`src/core/dbsc_pkg.sv`:
```
// What this block does
// - Deselect or no-op lets a read burst with auto close run to its end.
// - Deselect or no-op lets a write burst with auto close run to its end.
// - A closing bank under idle commands becomes idle after the row close time.
// - Closing a bank that is already closing is a no-op; idle still follows.
// - An activating bank becomes active after the activate-to-column delay.
// - Write recovery after a plain write returns to active after recovery time.
// - Refresh returns to idle after refresh cycle time; other commands illegal.
// - Mode set returns to idle after mode set delay; other commands illegal.
// - Illegal commands are flagged as protocol violations and otherwise ignored.
`default_nettype none
package dbsc_pkg;
   localparam int NUM_BANKS     = 4;
   localparam int BANK_WIDTH    = 2;
   localparam int TIMER_WIDTH   = 8;
   localparam int CLK_PERIOD_NS = 20;

   // Plain defaults; the real figures depend on the speed grade
   localparam int ROW_CLOSE_TIME_NS          = 15;
   localparam int ACTIVATE_TO_COLUMN_NS      = 15;
   localparam int WRITE_RECOVERY_TIME_NS     = 15;
   localparam int REFRESH_CYCLE_TIME_NS      = 105;
   localparam int MODE_SET_DELAY_NS          = 40;
   localparam int BURST_CLOCKS               = 2;

   localparam logic [TIMER_WIDTH-1:0] ROW_CLOSE_CYCLES =
      TIMER_WIDTH'((ROW_CLOSE_TIME_NS + CLK_PERIOD_NS - 1) / CLK_PERIOD_NS);
   localparam logic [TIMER_WIDTH-1:0] ACT_TO_COL_CYCLES =
      TIMER_WIDTH'((ACTIVATE_TO_COLUMN_NS + CLK_PERIOD_NS - 1)
                   / CLK_PERIOD_NS);
   localparam logic [TIMER_WIDTH-1:0] WRITE_RECOVERY_CYCLES =
      TIMER_WIDTH'((WRITE_RECOVERY_TIME_NS + CLK_PERIOD_NS - 1)
                   / CLK_PERIOD_NS);
   localparam logic [TIMER_WIDTH-1:0] REFRESH_CYCLES =
      TIMER_WIDTH'((REFRESH_CYCLE_TIME_NS + CLK_PERIOD_NS - 1)
                   / CLK_PERIOD_NS);
   localparam logic [TIMER_WIDTH-1:0] MODE_SET_CYCLES =
      TIMER_WIDTH'((MODE_SET_DELAY_NS + CLK_PERIOD_NS - 1) / CLK_PERIOD_NS);
   localparam logic [TIMER_WIDTH-1:0] BURST_CYCLES =
      TIMER_WIDTH'(BURST_CLOCKS);
   localparam logic [TIMER_WIDTH-1:0] TIMER_LAST  = 8'h01;
   localparam logic [TIMER_WIDTH-1:0] TIMER_CLEAR = 8'h00;

   typedef struct packed {
      logic                  csN;
      logic                  rasN;
      logic                  casN;
      logic                  weN;
      logic [BANK_WIDTH-1:0] bank;
      logic                  a10;
   } dbsc_cmd_bus_type;

   typedef enum logic [2:0] {
      CMD_DESELECT, CMD_NOP, CMD_READ, CMD_WRITE,
      CMD_ACTIVATE, CMD_CLOSE, CMD_REFRESH, CMD_MODE_SET
   } dbsc_cmd_type;

   typedef enum logic [3:0] {
      BANK_IDLE, BANK_ACTIVATING, BANK_ACTIVE, BANK_READ, BANK_WRITE,
      BANK_READ_AUTO, BANK_WRITE_AUTO, BANK_WRITE_RECOV,
      BANK_WRITE_RECOV_AUTO, BANK_CLOSING
   } dbsc_bank_state_type;

   typedef enum logic [1:0] {
      DEV_READY, DEV_REFRESHING, DEV_MODE_SETTING
   } dbsc_dev_state_type;
endpackage
`default_nettype wire

```
`src/core/dbsc_bank_check.sv`:
```
`default_nettype none
module dbsc_bank_check (
   input  wire logic                         core_clk,    // 50 MHz clock
   input  wire logic                         rst,         // Sync reset
   input  wire logic                         clkEn,       // Freezes state low
   input  wire dbsc_pkg::dbsc_cmd_bus_type   cmdBus,      // Command pins
   output var  dbsc_pkg::dbsc_bank_state_type
                  [dbsc_pkg::NUM_BANKS-1:0] bankState_q, // Per-bank state
   output var  dbsc_pkg::dbsc_dev_state_type devState_q,  // Refresh/mode set
   output logic [dbsc_pkg::NUM_BANKS-1:0]    bankIdle_q,  // Bank is idle
   output logic                              illegalCmd_q, // Violation pulse
   output logic                              noopCmd_q    // Cmd had no effect
);
   // Command decode from the four control pins
   wire logic [2:0] ctlPins = {cmdBus.rasN, cmdBus.casN, cmdBus.weN};
   dbsc_pkg::dbsc_cmd_type cmdKind;
   assign cmdKind = cmdBus.csN           ? dbsc_pkg::CMD_DESELECT :
                    (ctlPins == 3'h7)    ? dbsc_pkg::CMD_NOP      :
                    (ctlPins == 3'h5)    ? dbsc_pkg::CMD_READ     :
                    (ctlPins == 3'h4)    ? dbsc_pkg::CMD_WRITE    :
                    (ctlPins == 3'h3)    ? dbsc_pkg::CMD_ACTIVATE :
                    (ctlPins == 3'h2)    ? dbsc_pkg::CMD_CLOSE    :
                    (ctlPins == 3'h1)    ? dbsc_pkg::CMD_REFRESH  :
                                           dbsc_pkg::CMD_MODE_SET;

   wire logic isIdleCmd  = (cmdKind == dbsc_pkg::CMD_DESELECT)
                        || (cmdKind == dbsc_pkg::CMD_NOP);
   wire logic isCloseAll = (cmdKind == dbsc_pkg::CMD_CLOSE) && cmdBus.a10;
   wire logic isGlobal   = (cmdKind == dbsc_pkg::CMD_REFRESH)
                        || (cmdKind == dbsc_pkg::CMD_MODE_SET);
   wire logic devBusy    = (devState_q != dbsc_pkg::DEV_READY);

   logic [dbsc_pkg::TIMER_WIDTH-1:0] devTimer_q;
   logic [dbsc_pkg::TIMER_WIDTH-1:0] devTimer_d;
   dbsc_pkg::dbsc_dev_state_type     devState_d;

   logic [dbsc_pkg::NUM_BANKS-1:0] bankReject;
   logic [dbsc_pkg::NUM_BANKS-1:0] bankNoop;
   logic [dbsc_pkg::NUM_BANKS-1:0] bankIdleNow;
   logic [dbsc_pkg::NUM_BANKS-1:0] bankIdle_d;

   // Refresh and mode set need every bank idle; while one runs, only
   // idle commands are accepted by anyone
   wire logic allIdle = &bankIdleNow;
   wire logic globalReject = devBusy ? !isIdleCmd
                                     : (isGlobal && !allIdle);
   wire logic cmdIllegal   = globalReject || (|bankReject);
   wire logic commit       = !cmdIllegal && !devBusy;
   wire logic cmdNoop      = !cmdIllegal && (isIdleCmd || (|bankNoop));

   genvar b;
   generate
      for (b = 0; b < dbsc_pkg::NUM_BANKS; b++)
      begin : g_bank
         logic [dbsc_pkg::TIMER_WIDTH-1:0] timer_q;
         logic [dbsc_pkg::TIMER_WIDTH-1:0] timer_d;
         dbsc_pkg::dbsc_bank_state_type    state_d;

         wire logic hit = (cmdBus.bank == dbsc_pkg::BANK_WIDTH'(b))
                       && !isIdleCmd && !isGlobal && !isCloseAll;
         wire logic timerDone = (timer_q == dbsc_pkg::TIMER_LAST);
         wire dbsc_pkg::dbsc_bank_state_type st = bankState_q[b];

         wire logic isRd  = hit && (cmdKind == dbsc_pkg::CMD_READ);
         wire logic isWr  = hit && (cmdKind == dbsc_pkg::CMD_WRITE);
         wire logic isAct = hit && (cmdKind == dbsc_pkg::CMD_ACTIVATE);
         wire logic isCls = hit && (cmdKind == dbsc_pkg::CMD_CLOSE);

         wire logic stable = (st == dbsc_pkg::BANK_IDLE)
                          || (st == dbsc_pkg::BANK_ACTIVE)
                          || (st == dbsc_pkg::BANK_CLOSING);

         // Only the addressed bank judges a single-bank command
         wire logic rejIdle    = isRd || isWr;
         wire logic rejActive  = isAct;
         wire logic rejRead    = isWr || isAct || isCls;
         wire logic rejWrite   = isRd || isAct || isCls;
         wire logic rejRecov   = isRd || isAct || isCls;
         wire logic rejClosing = isRd || isWr || isAct;
         assign bankReject[b] =
            (isCloseAll && !stable)
            || ((st == dbsc_pkg::BANK_IDLE)             && rejIdle)
            || ((st == dbsc_pkg::BANK_ACTIVE)           && rejActive)
            || ((st == dbsc_pkg::BANK_READ)             && rejRead)
            || ((st == dbsc_pkg::BANK_WRITE)            && rejWrite)
            || ((st == dbsc_pkg::BANK_WRITE_RECOV)      && rejRecov)
            || ((st == dbsc_pkg::BANK_CLOSING)          && rejClosing)
            || ((st == dbsc_pkg::BANK_ACTIVATING)       && hit)
            || ((st == dbsc_pkg::BANK_READ_AUTO)        && hit)
            || ((st == dbsc_pkg::BANK_WRITE_AUTO)       && hit)
            || ((st == dbsc_pkg::BANK_WRITE_RECOV_AUTO) && hit);
         assign bankNoop[b] = (st == dbsc_pkg::BANK_CLOSING)
                           && (isCls || isCloseAll);
         assign bankIdleNow[b] = (st == dbsc_pkg::BANK_IDLE);

         always_comb
         begin
            state_d = st;
            timer_d = (timer_q > dbsc_pkg::TIMER_LAST)
                      ? timer_q - dbsc_pkg::TIMER_LAST : timer_q;
            case (st)
               dbsc_pkg::BANK_ACTIVATING:
                  if (timerDone)
                  begin
                     state_d = dbsc_pkg::BANK_ACTIVE;
                     timer_d = dbsc_pkg::TIMER_CLEAR;
                  end
               dbsc_pkg::BANK_READ,
               dbsc_pkg::BANK_WRITE_RECOV:
                  if (timerDone)
                  begin
                     state_d = dbsc_pkg::BANK_ACTIVE;
                     timer_d = dbsc_pkg::TIMER_CLEAR;
                  end
               dbsc_pkg::BANK_WRITE:
                  if (timerDone)
                  begin
                     state_d = dbsc_pkg::BANK_WRITE_RECOV;
                     timer_d = dbsc_pkg::WRITE_RECOVERY_CYCLES;
                  end
               dbsc_pkg::BANK_WRITE_AUTO:
                  if (timerDone)
                  begin
                     state_d = dbsc_pkg::BANK_WRITE_RECOV_AUTO;
                     timer_d = dbsc_pkg::WRITE_RECOVERY_CYCLES;
                  end
               dbsc_pkg::BANK_READ_AUTO,
               dbsc_pkg::BANK_WRITE_RECOV_AUTO:
                  if (timerDone)
                  begin
                     state_d = dbsc_pkg::BANK_CLOSING;
                     timer_d = dbsc_pkg::ROW_CLOSE_CYCLES;
                  end
               dbsc_pkg::BANK_CLOSING:
                  if (timerDone)
                  begin
                     state_d = dbsc_pkg::BANK_IDLE;
                     timer_d = dbsc_pkg::TIMER_CLEAR;
                  end
               default:
                  ;
            endcase
            // Accepted commands override the timed progression
            if (commit)
            begin
               if (st == dbsc_pkg::BANK_IDLE && isAct)
               begin
                  state_d = dbsc_pkg::BANK_ACTIVATING;
                  timer_d = dbsc_pkg::ACT_TO_COL_CYCLES;
               end
               else if (st == dbsc_pkg::BANK_ACTIVE && (isCls || isCloseAll))
               begin
                  state_d = dbsc_pkg::BANK_CLOSING;
                  timer_d = dbsc_pkg::ROW_CLOSE_CYCLES;
               end
               else if (isRd && (st == dbsc_pkg::BANK_ACTIVE
                                 || st == dbsc_pkg::BANK_READ))
               begin
                  state_d = cmdBus.a10 ? dbsc_pkg::BANK_READ_AUTO
                                       : dbsc_pkg::BANK_READ;
                  timer_d = dbsc_pkg::BURST_CYCLES;
               end
               else if (isWr && (st == dbsc_pkg::BANK_ACTIVE
                                 || st == dbsc_pkg::BANK_WRITE
                                 || st == dbsc_pkg::BANK_WRITE_RECOV))
               begin
                  state_d = cmdBus.a10 ? dbsc_pkg::BANK_WRITE_AUTO
                                       : dbsc_pkg::BANK_WRITE;
                  timer_d = dbsc_pkg::BURST_CYCLES;
               end
            end
         end

         assign bankIdle_d[b] = (state_d == dbsc_pkg::BANK_IDLE);

         always_ff @(posedge core_clk)
         begin
            if (rst)
            begin
               bankState_q[b] <= dbsc_pkg::BANK_IDLE;
               timer_q        <= dbsc_pkg::TIMER_CLEAR;
            end
            else if (clkEn)
            begin
               bankState_q[b] <= state_d;
               timer_q        <= timer_d;
            end
         end
      end
   endgenerate

   // Device-wide refresh and mode set sequencing
   always_comb
   begin
      devState_d = devState_q;
      devTimer_d = (devTimer_q > dbsc_pkg::TIMER_LAST)
                   ? devTimer_q - dbsc_pkg::TIMER_LAST : devTimer_q;
      case (devState_q)
         dbsc_pkg::DEV_READY:
            if (!cmdIllegal && cmdKind == dbsc_pkg::CMD_REFRESH)
            begin
               devState_d = dbsc_pkg::DEV_REFRESHING;
               devTimer_d = dbsc_pkg::REFRESH_CYCLES;
            end
            else if (!cmdIllegal && cmdKind == dbsc_pkg::CMD_MODE_SET)
            begin
               devState_d = dbsc_pkg::DEV_MODE_SETTING;
               devTimer_d = dbsc_pkg::MODE_SET_CYCLES;
            end
         dbsc_pkg::DEV_REFRESHING,
         dbsc_pkg::DEV_MODE_SETTING:
            if (devTimer_q == dbsc_pkg::TIMER_LAST)
            begin
               devState_d = dbsc_pkg::DEV_READY;
               devTimer_d = dbsc_pkg::TIMER_CLEAR;
            end
         default:
            devState_d = dbsc_pkg::DEV_READY;
      endcase
   end

   always_ff @(posedge core_clk)
   begin
      if (rst)
      begin
         devState_q   <= dbsc_pkg::DEV_READY;
         devTimer_q   <= dbsc_pkg::TIMER_CLEAR;
         bankIdle_q   <= '1;
         illegalCmd_q <= 1'b0;
         noopCmd_q    <= 1'b0;
      end
      else if (clkEn)
      begin
         devState_q   <= devState_d;
         devTimer_q   <= devTimer_d;
         bankIdle_q   <= bankIdle_d;
         illegalCmd_q <= cmdIllegal;
         noopCmd_q    <= cmdNoop;
      end
   end
endmodule
`default_nettype wire

```
`config.mk`:
```
export PLATFORM = sky130hd
export DESIGN_NAME = dbsc_bank_check
export DESIGN_NICKNAME = d
export VERILOG_FILES = /design/src/core/dbsc_pkg.sv /design/src/core/dbsc_bank_check.sv
export SDC_FILE = /design/constraint.sdc
export NUM_CORES = 1
export LEC_CHECK = 0
export BUFFER_PORTS_ARGS = -buffer_cell sky130_fd_sc_hd__buf_4
export CAP_MARGIN = 20
export CORE_ASPECT_RATIO = 1.1
export CORE_MARGIN = 3
export CORE_UTILIZATION = 44
export CTS_CLUSTER_DIAMETER = 50
export CTS_CLUSTER_SIZE = 10
export DETAILED_ROUTE_END_ITERATION = 8
export PLACE_DENSITY = 0.68
export SYNTH_ARGS = -nofsm -noshare
export SYNTH_HDL_FRONTEND = slang
export SYNTH_SLANG_ARGS = --single-unit
```
`constraint.sdc`:
```
create_clock -name core_clk -period 3.4 [get_ports core_clk]
set_clock_uncertainty 0.05 [all_clocks]
set_input_delay 0.17 -clock core_clk [delete_from_list [all_inputs] [get_ports core_clk]]
set_output_delay 0.17 -clock core_clk [all_outputs]
set_load 0.01 [all_outputs]
```
==> results of run 1 <==
==> critical path: stages, from the launching register on <==
cell       delay (ns)
dfxtp_1          0.37
buf_4            0.20
nor2_1           0.21
o221ai_1         0.17
a2111oi_0        0.67
a311oi_1         0.07
and3_1           0.35
and2_1           0.33
buf_4            0.20
a221o_1          0.32
o31ai_1          0.19
==> cell type report <==
type | count | share of cell area (%)
Clock buffer | 13 | 3.83
Clock inverter | 3 | 0.268
Inverter | 28 | 1.61
Multi-Input combinational cell | 664 | 62.6
Sequential cell | 64 | 19.6
Tap cell | 157 | 3.00
Timing Repair Buffer | 79 | 9.07
==> metrics by stage <==
stage                     worst slack (ns)  cell area [µm²]  instances  hold slack [ns]  power (mW)
after global routing                0.0444             6540       1008            0.236        4.80
after floorplan                      0.439             5750        823            0.300        3.00
after CTS                            0.333             6540       1008            0.207        4.40
after global placement               0.383             6270        992            0.417        3.50
after detailed placement             0.340             6270        992            0.424        3.52
final                                0.186             6540       1008            0.227        4.41
==> worst paths after layout <==
check	from	endpoint	slack, ns	depth (start not counted)
max reg2reg	g_bank[0].st[1]$_SDFFE_PP0P_	bankIdle_q[2]$_SDFFE_PP1P_	0.19	10
min reg2reg	g_bank[0].timer_q[6]$_SDFFE_PP0P_	g_bank[0].timer_q[6]$_SDFFE_PP0P_	0.43	2
max	g_bank[0].st[1]$_SDFFE_PP0P_	bankIdle_q[2]$_SDFFE_PP1P_	0.19	10
min	cmdBus[6]	noopCmd_q$_SDFFE_PP0P_	0.23	3
==> cells by family after synthesis <==
group,count (synthesis),synth area share [%]
flip-flops,64,22.3
adder cells (fa/ha/maj),12,2.61
XOR/XNOR,17,2.59
AND/OR/NAND/NOR,381,35.6
AO/OA/AOI/OAI,251,29.8
buffers and inverters,95,6.55
multiplexers,3,0.522
==> power by group <==
| group | total [mW] | leakage, nW | internal (mW) | switching [mW] |
|---|---|---|---|---|
| Combinational | 2.35 | 1.76 | 1.03 | 1.32 |
| Clock | 0.849 | 0.130 | 0.511 | 0.339 |
| Sequential | 1.21 | 0.526 | 0.971 | 0.236 |
==> metal layers <==
layer	wire [µm]	global-route usage, %	part of all wire (%)
met3	1340	3.94	7.5
met2	7830	35.9	44
met4	261	6.56	1.5
met5	0	0	0
met1	8390	36.6	47
==> sequential cells by signal (all words and copies together) (netlist names) <==
register	count
g_bank.timer_q	32
illegalCmd_q	1
devTimer_q	8
bankIdle_q	4
devState_q	2
noopCmd_q	1
g_bank.st	16
==> layout by cell type (no fill, tap or decap), types with 5 or more instances in the layout <==
cell / n
nand2_1: 81
buf_4: 79
nor2_1: 77
dfxtp_1: 64
a21oi_1: 52
o21ai_0: 39
nor3_1: 39
a31oi_1: 27
inv_1: 26
nand3_1: 24
nand2b_1: 20
nor2b_1: 20
nand4_1: 18
nor4_1: 15
a211oi_1: 15
o211ai_1: 14
ha_1: 12
nor3b_1: 11
o31ai_1: 10
nand3b_1: 10
xnor2_1: 10
or3_1: 9
clkbuf_16: 9
or2_2: 8
a22oi_1: 8
nor4b_1: 7
xor2_1: 7
and2_1: 6
nand4b_1: 6
a311oi_1: 6
and3_1: 6
o221ai_1: 5
o21a_1: 5
a21o_1: 5
a21boi_0: 5
a221o_1: 5
==> results.rst, run 1 <==
.. list-table::
   :header-rows: 1

   * - Metric
     - Value
   * - Number of buffers inserted to repair setup after CTS
     - 0
   * - Placer's final routability congestion estimate
     - 0.998
   * - Clock period minus final worst setup slack
     - approximately 3.2 ns
   * - Crit path max fanout
     - 12
   * - Initial standard-cell utilization of the core
     - 45.3%
   * - Area overhead of the layout relative to synthesis
     - 13.7%
   * - Pin count of the biggest net entering global routing
     - 68
   * - Estimated wirelength of the detail-placed design
     - ~12000 µm
   * - Sum of routed wire length over all layers
     - 17800 µm
   * - Core footprint
     - 12700 µm²
   * - Slew at the pin with the worst max-slew slack
     - 0.852 ns
   * - Critical Path Start Type
     - flip-flop
   * - Die span in x
     - 115 µm
   * - Vias
     - 6401
   * - CTS clk-pin slew, worst paths
     - around 0.060 ns
   * - Number of buffers added by the clock tree synthesis step
     - 9
   * - GRT Overall Usage
     - between 20% and 30%
   * - ANT cells
     - 0
   * - Number of DRC violations after detailed routing
     - 0
   * - Synth Warn #
     - 0
   * - Sum of negative setup slack
     - 0 ns
   * - Area used by multi-input combinational logic
     - 4100 µm²
   * - Count of final hold-check violations
     - 0
   * - Number of global-route vias before repair
     - 5628
   * - Top post-synthesis cells by area
     - dfxtp_1 (22%), nand2_1 (5.3%), nor2_1 (5.0%), a21oi_1 (4.5%), clkbuf_1 (3.5%)
   * - Drt first pass iters
     - 5
   * - Filler cell count
     - about 1.3k
   * - Post-layout utilization of the core
     - 51.5%
   * - Share of synthesized registers carrying an async set or reset
     - 0%
   * - Via density
     - 6.35
   * - Peak Freq
     - about 310 MHz
   * - Period Utilization, post-route
     - a little over nine tenths
   * - Sequential share of the synthesized area
     - 22.3%
   * - Total Nets Final
     - 868
   * - Number of buffers added on ports
     - 33
   * - Clock latency reported for the late side of the worst-skew pair
     - 0.34 ns
   * - Die extent in y
     - 126 µm
   * - Post-route ant nets
     - 0
   * - Max Slew Vio Count
     - 0
   * - Clock root buffer
     - clkbuf_16
   * - Area used by sequential logic in the layout
     - 1280 µm²
   * - Count of flip-flops with a built-in enable after synthesis
     - 0
   * - Synth top cells by count
     - nand2_1 (81), nor2_1 (77), dfxtp_1 (64), clkbuf_1 (54), a21oi_1 (52)
   * - Total leakage power
     - approximately 2.4 nW
   * - I/O pin count
     - 34
   * - Worst vdd ir
     - 0.000375 V
   * - Synthesized instance count
     - 823
   * - TritonCTS clock tree
     - built
   * - Cts repair resizes
     - 0
   * - CTS sink cnt
     - 64
   * - Required arrival time at the worst endpoint
     - 3.61 ns
   * - Post-synthesis average cell area
     - 6.99 µm²
   * - Post-synthesis cell type count
     - 78
   * - Total gr overflow
     - 0
   * - Iter 0 DRT Violations
     - 650
   * - Critical path start-end classification
     - reg2reg
   * - Max-cap violation count
     - 0
   * - Setup repair after global routing missed its margin
     - false
   * - Cell Rows
     - 43
   * - Main synth FF type
     - dfxtp_1
   * - Final Setup Violations
     - 0
   * - Total nets after synthesis
     - 845
   * - Number of synthesized register bits
     - 64
   * - Most frequent cell after synthesis
     - nand2_1
   * - Average routed wire per standard cell
     - 17.7 µm
   * - Synth top area share
     - 22.3%
   * - Number of hold buffers added after cts
     - 0
   * - Syn Std Cell Area
     - 5750 µm²
   * - Number of buffers on the longest clock path
     - 2
   * - Min-Delay Path Class
     - in2reg
   * - Arr. time, crit path
     - 3.42 ns
   * - Library cell occupying the most area in the post-synthesis netlist
     - dfxtp_1
   * - Kind of end point of the critical path
     - flip-flop
   * - Count of H-tree levels built during CTS
     - 3
   * - Wire length of the first global-routing pass
     - 29100 µm
   * - Die outline area
     - 14500 µm²
   * - Worst slew margin relative to its limit
     - 42.6%
   * - Fraction of final layout cells with drive strength greater than 1
     - a little over an eighth
   * - Outcome
     - finished clean
   * - Total power density per cell area
     - 675 nW/µm²
   * - Number of antenna violations at the first check in global routing
     - 0
Note: power is estimated with default switching activity, not from simulation.
==> run 2, diff against run 1 <==
--- a/config.mk
+++ b/config.mk
@@ -7,13 +7,15 @@
 export LEC_CHECK = 0
 export BUFFER_PORTS_ARGS = -buffer_cell sky130_fd_sc_hd__buf_4
 export CAP_MARGIN = 20
+export CELL_PAD_IN_SITES_DETAIL_PLACEMENT = 1
+export CELL_PAD_IN_SITES_GLOBAL_PLACEMENT = 1
 export CORE_ASPECT_RATIO = 1.1
 export CORE_MARGIN = 3
-export CORE_UTILIZATION = 44
+export CORE_UTILIZATION = 45
 export CTS_CLUSTER_DIAMETER = 50
 export CTS_CLUSTER_SIZE = 10
 export DETAILED_ROUTE_END_ITERATION = 8
-export PLACE_DENSITY = 0.68
+export PLACE_DENSITY = 0.88
 export SYNTH_ARGS = -nofsm -noshare
 export SYNTH_HDL_FRONTEND = slang
 export SYNTH_SLANG_ARGS = --single-unit
==> constraint.sdc (replaced) <==
create_clock -name core_clk -period 3.6 [get_ports core_clk]
set_clock_uncertainty 0.05 [all_clocks]
set_input_delay 0.18 -clock core_clk [delete_from_list [all_inputs] [get_ports core_clk]]
set_output_delay 0.18 -clock core_clk [all_outputs]
set_load 0.01 [all_outputs]
==> run 2 against run 1 <==
  * Global-route usage is 5.2 points higher
  * Maximum frequency shrank 4.6%
  * Register-to-register slack gained 0.05 ns
  * Die area shrank 2.1%
  * Non-clock buffer count fell by 14
  * Sequential power about the same
  * Combinational power fell by 3%
  * Utilization increased by 1.4 points
  * Critical path depth shrank 1
  * Power increased by 0.34%
  * Critical endpoint is now devState_q[0]$_SDFFE_PP0P_
==> results.rst, run 2 (synthesized netlist as in run 1, its figures left out) <==
.. list-table::
   :header-rows: 1

   * - Metric
     - Value
   * - Clock root buffer
     - clkbuf_16
   * - Die span in x
     - 114 µm (-1.1%)
   * - Max FFs per register
     - 32 (unchanged)
   * - Number of buffers on the longest clock path
     - 2 (unchanged)
   * - Sum of negative setup slack
     - 0 ns (unchanged)
   * - Drt first pass iters
     - 5 (unchanged)
   * - Number of buffers added on ports
     - 33 (unchanged)
   * - Average routed wire per standard cell
     - 21.3 µm (+21%)
   * - Vias
     - 6642 (+3.8%)
   * - Via density
     - 6.70 (+5.5%)
   * - Fraction of power consumed by combinational cells
     - 51.5% (-1.9 points)
   * - Post-Route Hold Slack
     - 0.241 ns (+0.0130 ns)
   * - Sum of routed wire length over all layers
     - 21100 µm (+19%)
   * - Clock period minus final worst setup slack
     - 3.37 ns (+0.153 ns)
   * - Critical-path cell list
     - buf_4 -> or3b_2 -> nand2_1 -> a2111o_1 -> a311oi_1 -> and3_1 -> nand2_2 -> or4_1 -> a21oi_1
   * - Cts repair resizes
     - 0 (unchanged)
   * - Crit path max fanout
     - 14 (+2)
   * - I/O pin count
     - 34 (unchanged)
   * - CTS clk-pin slew, worst paths
     - 0.06 ns (about the same)
   * - Cell Int Power
     - 2.49 mW (-0.97%)
   * - CTS sink cnt
     - 64 (unchanged)
   * - Clock latency reported for the late side of the worst-skew pair
     - 0.35 ns (about the same)
   * - CP delay by family, top
     - simple AND/OR/NAND/NOR gates
   * - Buf/Inv on CP
     - 1 (-1)
   * - Placer's final routability congestion estimate
     - 0.942 (-5.7%)
   * - Most flops, register
     - g_bank.timer_q
   * - Total power density per cell area
     - 683 nW/µm² (+1.3%)
   * - Die extent in y
     - 125 µm (-1.1%)
   * - Switching power
     - 1.94 mW (+2.1%)
   * - Period Utilization, post-route
     - 93.5% (-0.99 points)
   * - Switching part of the total
     - 43.8% (+0.74 points)
   * - Total leakage power
     - 2.37 nW (-1.9%)
   * - Min-Delay Path Class
     - in2reg
   * - Max-cap violation count
     - 0 (unchanged)
   * - Worst vdd ir
     - 0.000406 V (+8.4%)
   * - Count of final hold-check violations
     - 0 (unchanged)
   * - Core footprint
     - 12200 µm² (-3.6%)
   * - Total gr overflow
     - 0 (unchanged)
   * - Iter 0 DRT Violations
     - 665 (+2.3%)
   * - Kind of end point of the critical path
     - flip-flop
   * - Pin count of the biggest net entering global routing
     - 68 (unchanged)
   * - Initial standard-cell utilization of the core
     - 47.0% (+1.7 points)
   * - TritonCTS clock tree
     - built
   * - GRT Overall Usage
     - 29.6% (+5.2 points)
   * - Worst slew margin relative to its limit
     - 34.2% (-8.4 points)
   * - Clk pwr share
     - 21.9% (+2.6 points)
   * - Number of buffers added by the clock tree synthesis step
     - 9 (unchanged)
   * - Number of hold buffers added after cts
     - 0 (unchanged)
   * - Delay of the slowest cell on the worst path
     - 0.61 ns (-0.06 ns)
   * - Estimated wirelength of the detail-placed design
     - 14900 µm (+20%)
   * - Number of antenna violations at the first check in global routing
     - 0 (unchanged)
   * - Critical path start-end classification
     - reg2reg
   * - Most common cell after layout, fill and taps aside
     - nand2_1
   * - Area overhead of the layout relative to synthesis
     - 12.6%
   * - Register share of total power
     - 26.6% (-0.8 points)
   * - Count of H-tree levels built during CTS
     - 3 (unchanged)
   * - Peak Freq
     - 297 MHz (-4.6%)
   * - Number of global-route vias before repair
     - 6655 (+18%)
   * - Total Nets Final
     - 854 (-1.6%)
   * - Critical Path Start Type
     - flip-flop
   * - Required arrival time at the worst endpoint
     - 3.82 ns (+0.21 ns)
   * - Setup repair after global routing missed its margin
     - false
   * - Cell with the biggest individual delay on the critical path
     - and3_1
   * - Post-route ant nets
     - 0 (unchanged)
   * - Slew at the pin with the worst max-slew slack
     - 0.976 ns (+0.125 ns)
   * - Max Slew Vio Count
     - 0 (unchanged)
   * - Number of DRC violations after detailed routing
     - 0 (unchanged)
   * - Filler cell count
     - 1598 (+25%)
   * - Fraction of final layout cells with drive strength greater than 1
     - 12.3% (-1.4 points)
   * - Cell Rows
     - 42 (-2.3%)
   * - Wire length of the first global-routing pass
     - 34400 µm (+18%)
   * - Number of buffers inserted to repair setup after CTS
     - 0 (unchanged)
   * - ANT cells
     - 0 (unchanged)
   * - Die outline area
     - 14200 µm² (-2.1%)
   * - Arr. time, crit path
     - 3.59 ns (+0.17 ns)
   * - Outcome
     - finished clean
   * - Top library cells by usage in the layout, fill and taps aside
     - nand2_1 (81), nor2_1 (77), buf_4 (65)
   * - Final Setup Violations
     - 0 (unchanged)
## run 2: cell count changes in the layout (fill, tap and decap cells not counted)
cell,previous run,this run
clkinvlp_4,1,0
buf_4,79,65
clkinv_2,2,1
bufinv_16,0,2
## run 2: metal layers
layer  track usage, %  vias up  wire length (µm)
li1                 -     3087                 -
met1             38.0     3321              9130
met4             11.7        0               532
met2             49.5      195             10500
met3             4.18       39              1000
met5                0        -                 0
## run 2: cell type report
cell class | count | area [µm²] | area share, %
clock inverter | 3 | 65.1 | 1.00
tap | 154 | 193 | 2.97
timing repair buffer | 65 | 488 | 7.53
clock buffer | 13 | 250 | 3.86
sequential | 64 | 1280 | 19.8
multi-input combinational | 664 | 4100 | 63.2
inverter | 28 | 105 | 1.62
## run 2: power groups by stage
stage               Sequential, mW  Combinational [mW]  Clock (mW)
finish                        1.18                2.28       0.970
global route                  1.21                2.55        1.01
CTS                           1.17                2.27       0.979
detailed placement            1.18                2.23           0
global placement              1.15                2.10           0
floorplan                     1.10                1.73           0
## run 2: worst paths after layout
kind / from / to / slack, ns / cells after the start
max reg2reg: g_bank[1].st[3]$_SDFFE_PP0P_ / devState_q[0]$_SDFFE_PP0P_ / 0.23 / 9
max: g_bank[1].st[3]$_SDFFE_PP0P_ / devState_q[0]$_SDFFE_PP0P_ / 0.23 / 9
min: clkEn / devTimer_q[0]$_SDFFE_PP0P_ / 0.24 / 4
min reg2reg: bankIdle_q[3]$_SDFFE_PP1P_ / bankIdle_q[3]$_SDFFE_PP1P_ / 0.42 / 2
## run 2: worst register-to-register path: cells and delay by family (launching register included)
kind / cells / cell delay, ns
and+or+nand+nor: 5 / 1.83
DFF: 1 / 0.40
AOI/OAI and AO/OA: 3 / 0.81
buffers and inverters: 1 / 0.22
## run 2: through the flow
step / total power [mW] / cell area, µm² / util (%) / setup WS (ns) / std cells
2_1_floorplan: 2.83 / 5750 / - / 0.639 / 823
3_3_place_gp: 3.25 / 6160 / 50.3 / 0.379 / 975
3_5_place_dp: 3.41 / 6160 / 50.3 / 0.295 / 975
4_1_cts: 4.42 / 6480 / 52.9 / 0.277 / 991
5_1_grt: 4.77 / 6480 / 52.9 / 0.0269 / 991
6_report: 4.43 / 6480 / 52.9 / 0.233 / 991
==> run 3, diff against run 2 <==
--- a/config.mk
+++ b/config.mk
@@ -5,17 +5,18 @@
 export SDC_FILE = /design/constraint.sdc
 export NUM_CORES = 1
 export LEC_CHECK = 0
+export ABC_AREA = 1
 export BUFFER_PORTS_ARGS = -buffer_cell sky130_fd_sc_hd__buf_4
 export CAP_MARGIN = 20
 export CELL_PAD_IN_SITES_DETAIL_PLACEMENT = 1
 export CELL_PAD_IN_SITES_GLOBAL_PLACEMENT = 1
 export CORE_ASPECT_RATIO = 1.1
 export CORE_MARGIN = 3
-export CORE_UTILIZATION = 45
+export CORE_UTILIZATION = 43
 export CTS_CLUSTER_DIAMETER = 50
 export CTS_CLUSTER_SIZE = 10
 export DETAILED_ROUTE_END_ITERATION = 8
-export PLACE_DENSITY = 0.88
+export PLACE_DENSITY = 0.89
 export SYNTH_ARGS = -nofsm -noshare
 export SYNTH_HDL_FRONTEND = slang
 export SYNTH_SLANG_ARGS = --single-unit
==> run 3 against run 2 <==
  * Routed wire length down 3.5%
  * Highest routed layer unchanged
  * Largest power group unchanged
  * Synthesized area grew 2.5%
  * Power is 2.4% lower
  * Critical path type unchanged
  * Sequential power fell by 11%
  * Cell area grew 0.77%
  * Cell count rose by 28%
  * Setup slack better by 0.45 ns
  * Global-route usage decreased by 2.6 points
  * Utilization shrank 3.9 points
  * Register-to-register slack improved by 0.45 ns
  * Count of clock-buffer cells in the layout down 1
  * Maximum frequency is 15% higher
==> results.rst, run 3 <==
.. list-table::
   :header-rows: 1

   * - Metric
     - Value
   * - Placed insts
     - 1253 (+29%)
   * - Critical path start-end classification
     - reg2reg
   * - Top library cells by usage in the layout, fill and taps aside
     - nand2_1 (300), inv_1 (160), nor2_1 (134)
   * - Period Utilization, post-route
     - 81.0% (-13 points)
   * - Total Nets Final
     - 1102 (+29%)
   * - Total power density per cell area
     - 662 nW/µm² (-3.1%)
   * - Main synth FF type
     - dfxtp_1
   * - Max FFs per register
     - 32 (unchanged)
   * - Worst vdd ir
     - 0.000242 V (-40%)
   * - Fraction of final layout cells with drive strength greater than 1
     - 7.20% (-5.1 points)
   * - Crit path max fanout
     - 22 (+8)
   * - Non-filler instance count after layout
     - 1268 (+28%)
   * - CTS sink cnt
     - 64 (unchanged)
   * - Core footprint
     - 13300 µm² (+8.8%)
   * - Number of buffers added by the clock tree synthesis step
     - 9 (unchanged)
   * - Sequential share of the synthesized area
     - 21.7% (-0.54 points)
   * - Iter 0 DRT Violations
     - 441 (-34%)
   * - Synthesized instance count
     - 1063 (+29%)
   * - Max-cap violation count
     - 0 (unchanged)
   * - Worst slew margin relative to its limit
     - 33.5% (-0.67 points)
   * - Slew at the pin with the worst max-slew slack
     - 0.996 ns (+0.0192 ns)
   * - ANT cells
     - 0 (unchanged)
   * - Most frequent cell after synthesis
     - nand2_1
   * - Drt first pass iters
     - 5 (unchanged)
   * - Share of synthesized registers carrying an async set or reset
     - 0% (unchanged)
   * - Worst reg-to-reg setup slack
     - 0.68 ns (+0.45 ns)
   * - Met1 WL
     - 9250 µm (+1.3%)
   * - Hold path startpoint
     - rst
   * - Count of final hold-check violations
     - 0 (unchanged)
   * - Pin count of the biggest net entering global routing
     - 66 (-2.9%)
   * - Synth top area share
     - 21.7% (-0.54 points)
   * - Peak Freq
     - 343 MHz (+15%)
   * - Arr. time, crit path
     - 3.07 ns (-0.52 ns)
   * - Kind of end point of the critical path
     - flip-flop
   * - Area overhead of the layout relative to synthesis
     - 10.7%
   * - Clock root buffer
     - clkbuf_16
   * - Post-route ant nets
     - 0 (unchanged)
   * - Sum of routed wire length over all layers
     - 20400 µm (-3.5%)
   * - Die extent in y
     - 129 µm (+3.4%)
   * - Setup repair after global routing missed its margin
     - false
   * - Max Slew Vio Count
     - 0 (unchanged)
   * - Syn Std Cell Area
     - 5900 µm² (+2.5%)
   * - Via density
     - 5.51 (-18%)
   * - Post-synthesis cell type count
     - 44 (-44%)
   * - Number of buffers inserted to repair setup after CTS
     - 0 (unchanged)
   * - Clock period minus final worst setup slack
     - 2.92 ns (-0.451 ns)
   * - Setup crit start
     - g_bank[2].st[1]$_SDFFE_PP0P_
   * - Cts repair resizes
     - 0 (unchanged)
   * - TritonCTS clock tree
     - built
   * - Placer's final routability congestion estimate
     - 1.06 (+13%)
   * - Die span in x
     - 118 µm (+3.4%)
   * - Number of global-route vias before repair
     - 7013 (+5.4%)
   * - Library cell occupying the most area in the post-synthesis netlist
     - dfxtp_1
   * - Post-synthesis average cell area
     - 5.55 µm² (-21%)
   * - Wire length of the first global-routing pass
     - 33800 µm (-1.7%)
   * - Die outline area
     - 15200 µm² (+6.9%)
   * - Synth top cells by count
     - nand2_1 (300), inv_1 (160), nor2_1 (134), nand3_1 (79), o21ai_0 (69)
   * - Area used by multi-input combinational logic
     - 3850 µm² (-5.9%)
   * - Most common cell after layout, fill and taps aside
     - nand2_1
   * - Number of hold buffers added after cts
     - 0 (unchanged)
   * - Total nets after synthesis
     - 1085 (+28%)
   * - Met3 routed wirelength
     - 924 µm (-7.7%)
   * - Sum of negative setup slack
     - 0 ns (unchanged)
   * - Number of buffers added on ports
     - 33 (unchanged)
   * - I/O pin count
     - 34 (unchanged)
   * - Total gr overflow
     - 0 (unchanged)
   * - Top metal layer carrying routed signals
     - met4
   * - Routed length on met2
     - 9540 µm (-8.7%)
   * - Filler cell count
     - 1974 (+24%)
   * - Count of flip-flops with a built-in enable after synthesis
     - 0 (unchanged)
   * - Number of antenna violations at the first check in global routing
     - 0 (unchanged)
   * - R2r startpoint
     - g_bank[2].st[1]$_SDFFE_PP0P_
   * - CTS clk-pin slew, worst paths
     - 0.06 ns (about the same)
   * - Required arrival time at the worst endpoint
     - 3.75 ns (-0.07 ns)
   * - Average routed wire per standard cell
     - 16.1 µm (-25%)
   * - Final Setup Violations
     - 0 (unchanged)
   * - Clock latency reported for the late side of the worst-skew pair
     - 0.35 ns (about the same)
   * - Top post-synthesis cells by area
     - dfxtp_1 (22%), nand2_1 (19%), inv_1 (10%), nor2_1 (8.5%), nand3_1 (6.7%)
   * - Min-Delay Path Class
     - in2reg
   * - Vias
     - 6993 (+5.3%)
   * - Most flops, register
     - g_bank.timer_q
   * - Area used by sequential logic in the layout
     - 1280 µm² (unchanged)
   * - Critical Path Start Type
     - flip-flop
   * - Cell Rows
     - 44 (+4.8%)
   * - Outcome
     - finished clean
   * - GRT Overall Usage
     - 26.9% (-2.6 points)
   * - Number of buffers on the longest clock path
     - 2 (unchanged)
   * - Total leakage power
     - 3.59 nW (+52%)
   * - Estimated wirelength of the detail-placed design
     - 15100 µm (+1.2%)
   * - Count of H-tree levels built during CTS
     - 3 (unchanged)
   * - Number of DRC violations after detailed routing
     - 0 (unchanged)
   * - Synth Warn #
     - 0 (unchanged)
   * - Initial standard-cell utilization of the core
     - 44.3% (-2.7 points)
   * - Number of synthesized register bits
     - 64 (unchanged)
   * - Post-layout total power
     - 4.32 mW (-2.4%)
## run 3: path summary, 6_finish.rpt
kind | to | depth (start not counted)
hold / removal | g_bank[3].timer_q[1]$_SDFFE_PP0P_ | 2
setup / recovery | g_bank[2].timer_q[2]$_SDFFE_PP0P_ | 15
hold reg to reg | g_bank[2].timer_q[5]$_SDFFE_PP0P_ | 2
setup reg to reg | g_bank[2].timer_q[2]$_SDFFE_PP0P_ | 15
## run 3: worst max-delay path: stages (launching register included)
cell and delay, ns:
dfxtp_1 0.54, inv_1 0.16, nor2_1 0.19, nand2_1 0.12, nand3_1 0.10, nand2_1 0.05
nor2_1 0.10, nor2_1 0.07, nor2_1 0.10, nand3_1 0.09, nor2_2 0.13, nand4_4 0.18
inv_2 0.37, o21ai_0 0.32, nand2_1 0.12, a21oi_1 0.07
## run 3: kinds of logic after synthesis
logic type	count (synthesis)	share of synthesized area, %
XOR/XNOR	22	3.27
AO/OA/AOI/OAI	174	15.9
buffers and inverters	194	12.9
adder cells (fa/ha/maj)	12	2.55
flip-flops	64	21.7
AND/OR/NAND/NOR	597	43.6
## run 3: layout make-up
class	count	share of cell area, %
Multi-Input combinational cell	805	59.0
Tap cell	184	3.53
Sequential cell	64	19.6
Inverter	163	9.37
Clock buffer	12	3.93
Clock inverter	3	0.268
Timing Repair Buffer	37	4.26
## run 3: power by group
part	internal [mW]	switching, mW	leakage (nW)
logic	0.845	1.59	2.93
registers	0.877	0.170	0.529
clock network	0.498	0.339	0.134
## run 3: metrics by stage
step                      hold slack (ns)  setup WS [ns]  cell area, µm²  util, %
after floorplan                     0.395           1.43            5900        -
after detailed placement            0.415          0.600            6250     46.9
after CTS                           0.230          0.721            6530     49.0
after global placement              0.404          0.729            6250     46.9
final                               0.239          0.684            6530     49.0
after global routing                0.258          0.364            6530     49.0
## run 3: per-layer routing
metal	vias to the layer above	track usage (%)
li1	3462	-
met1	3292	33.7
met2	188	46.1
met3	51	3.78
met4	0	12.6
met5	-	0
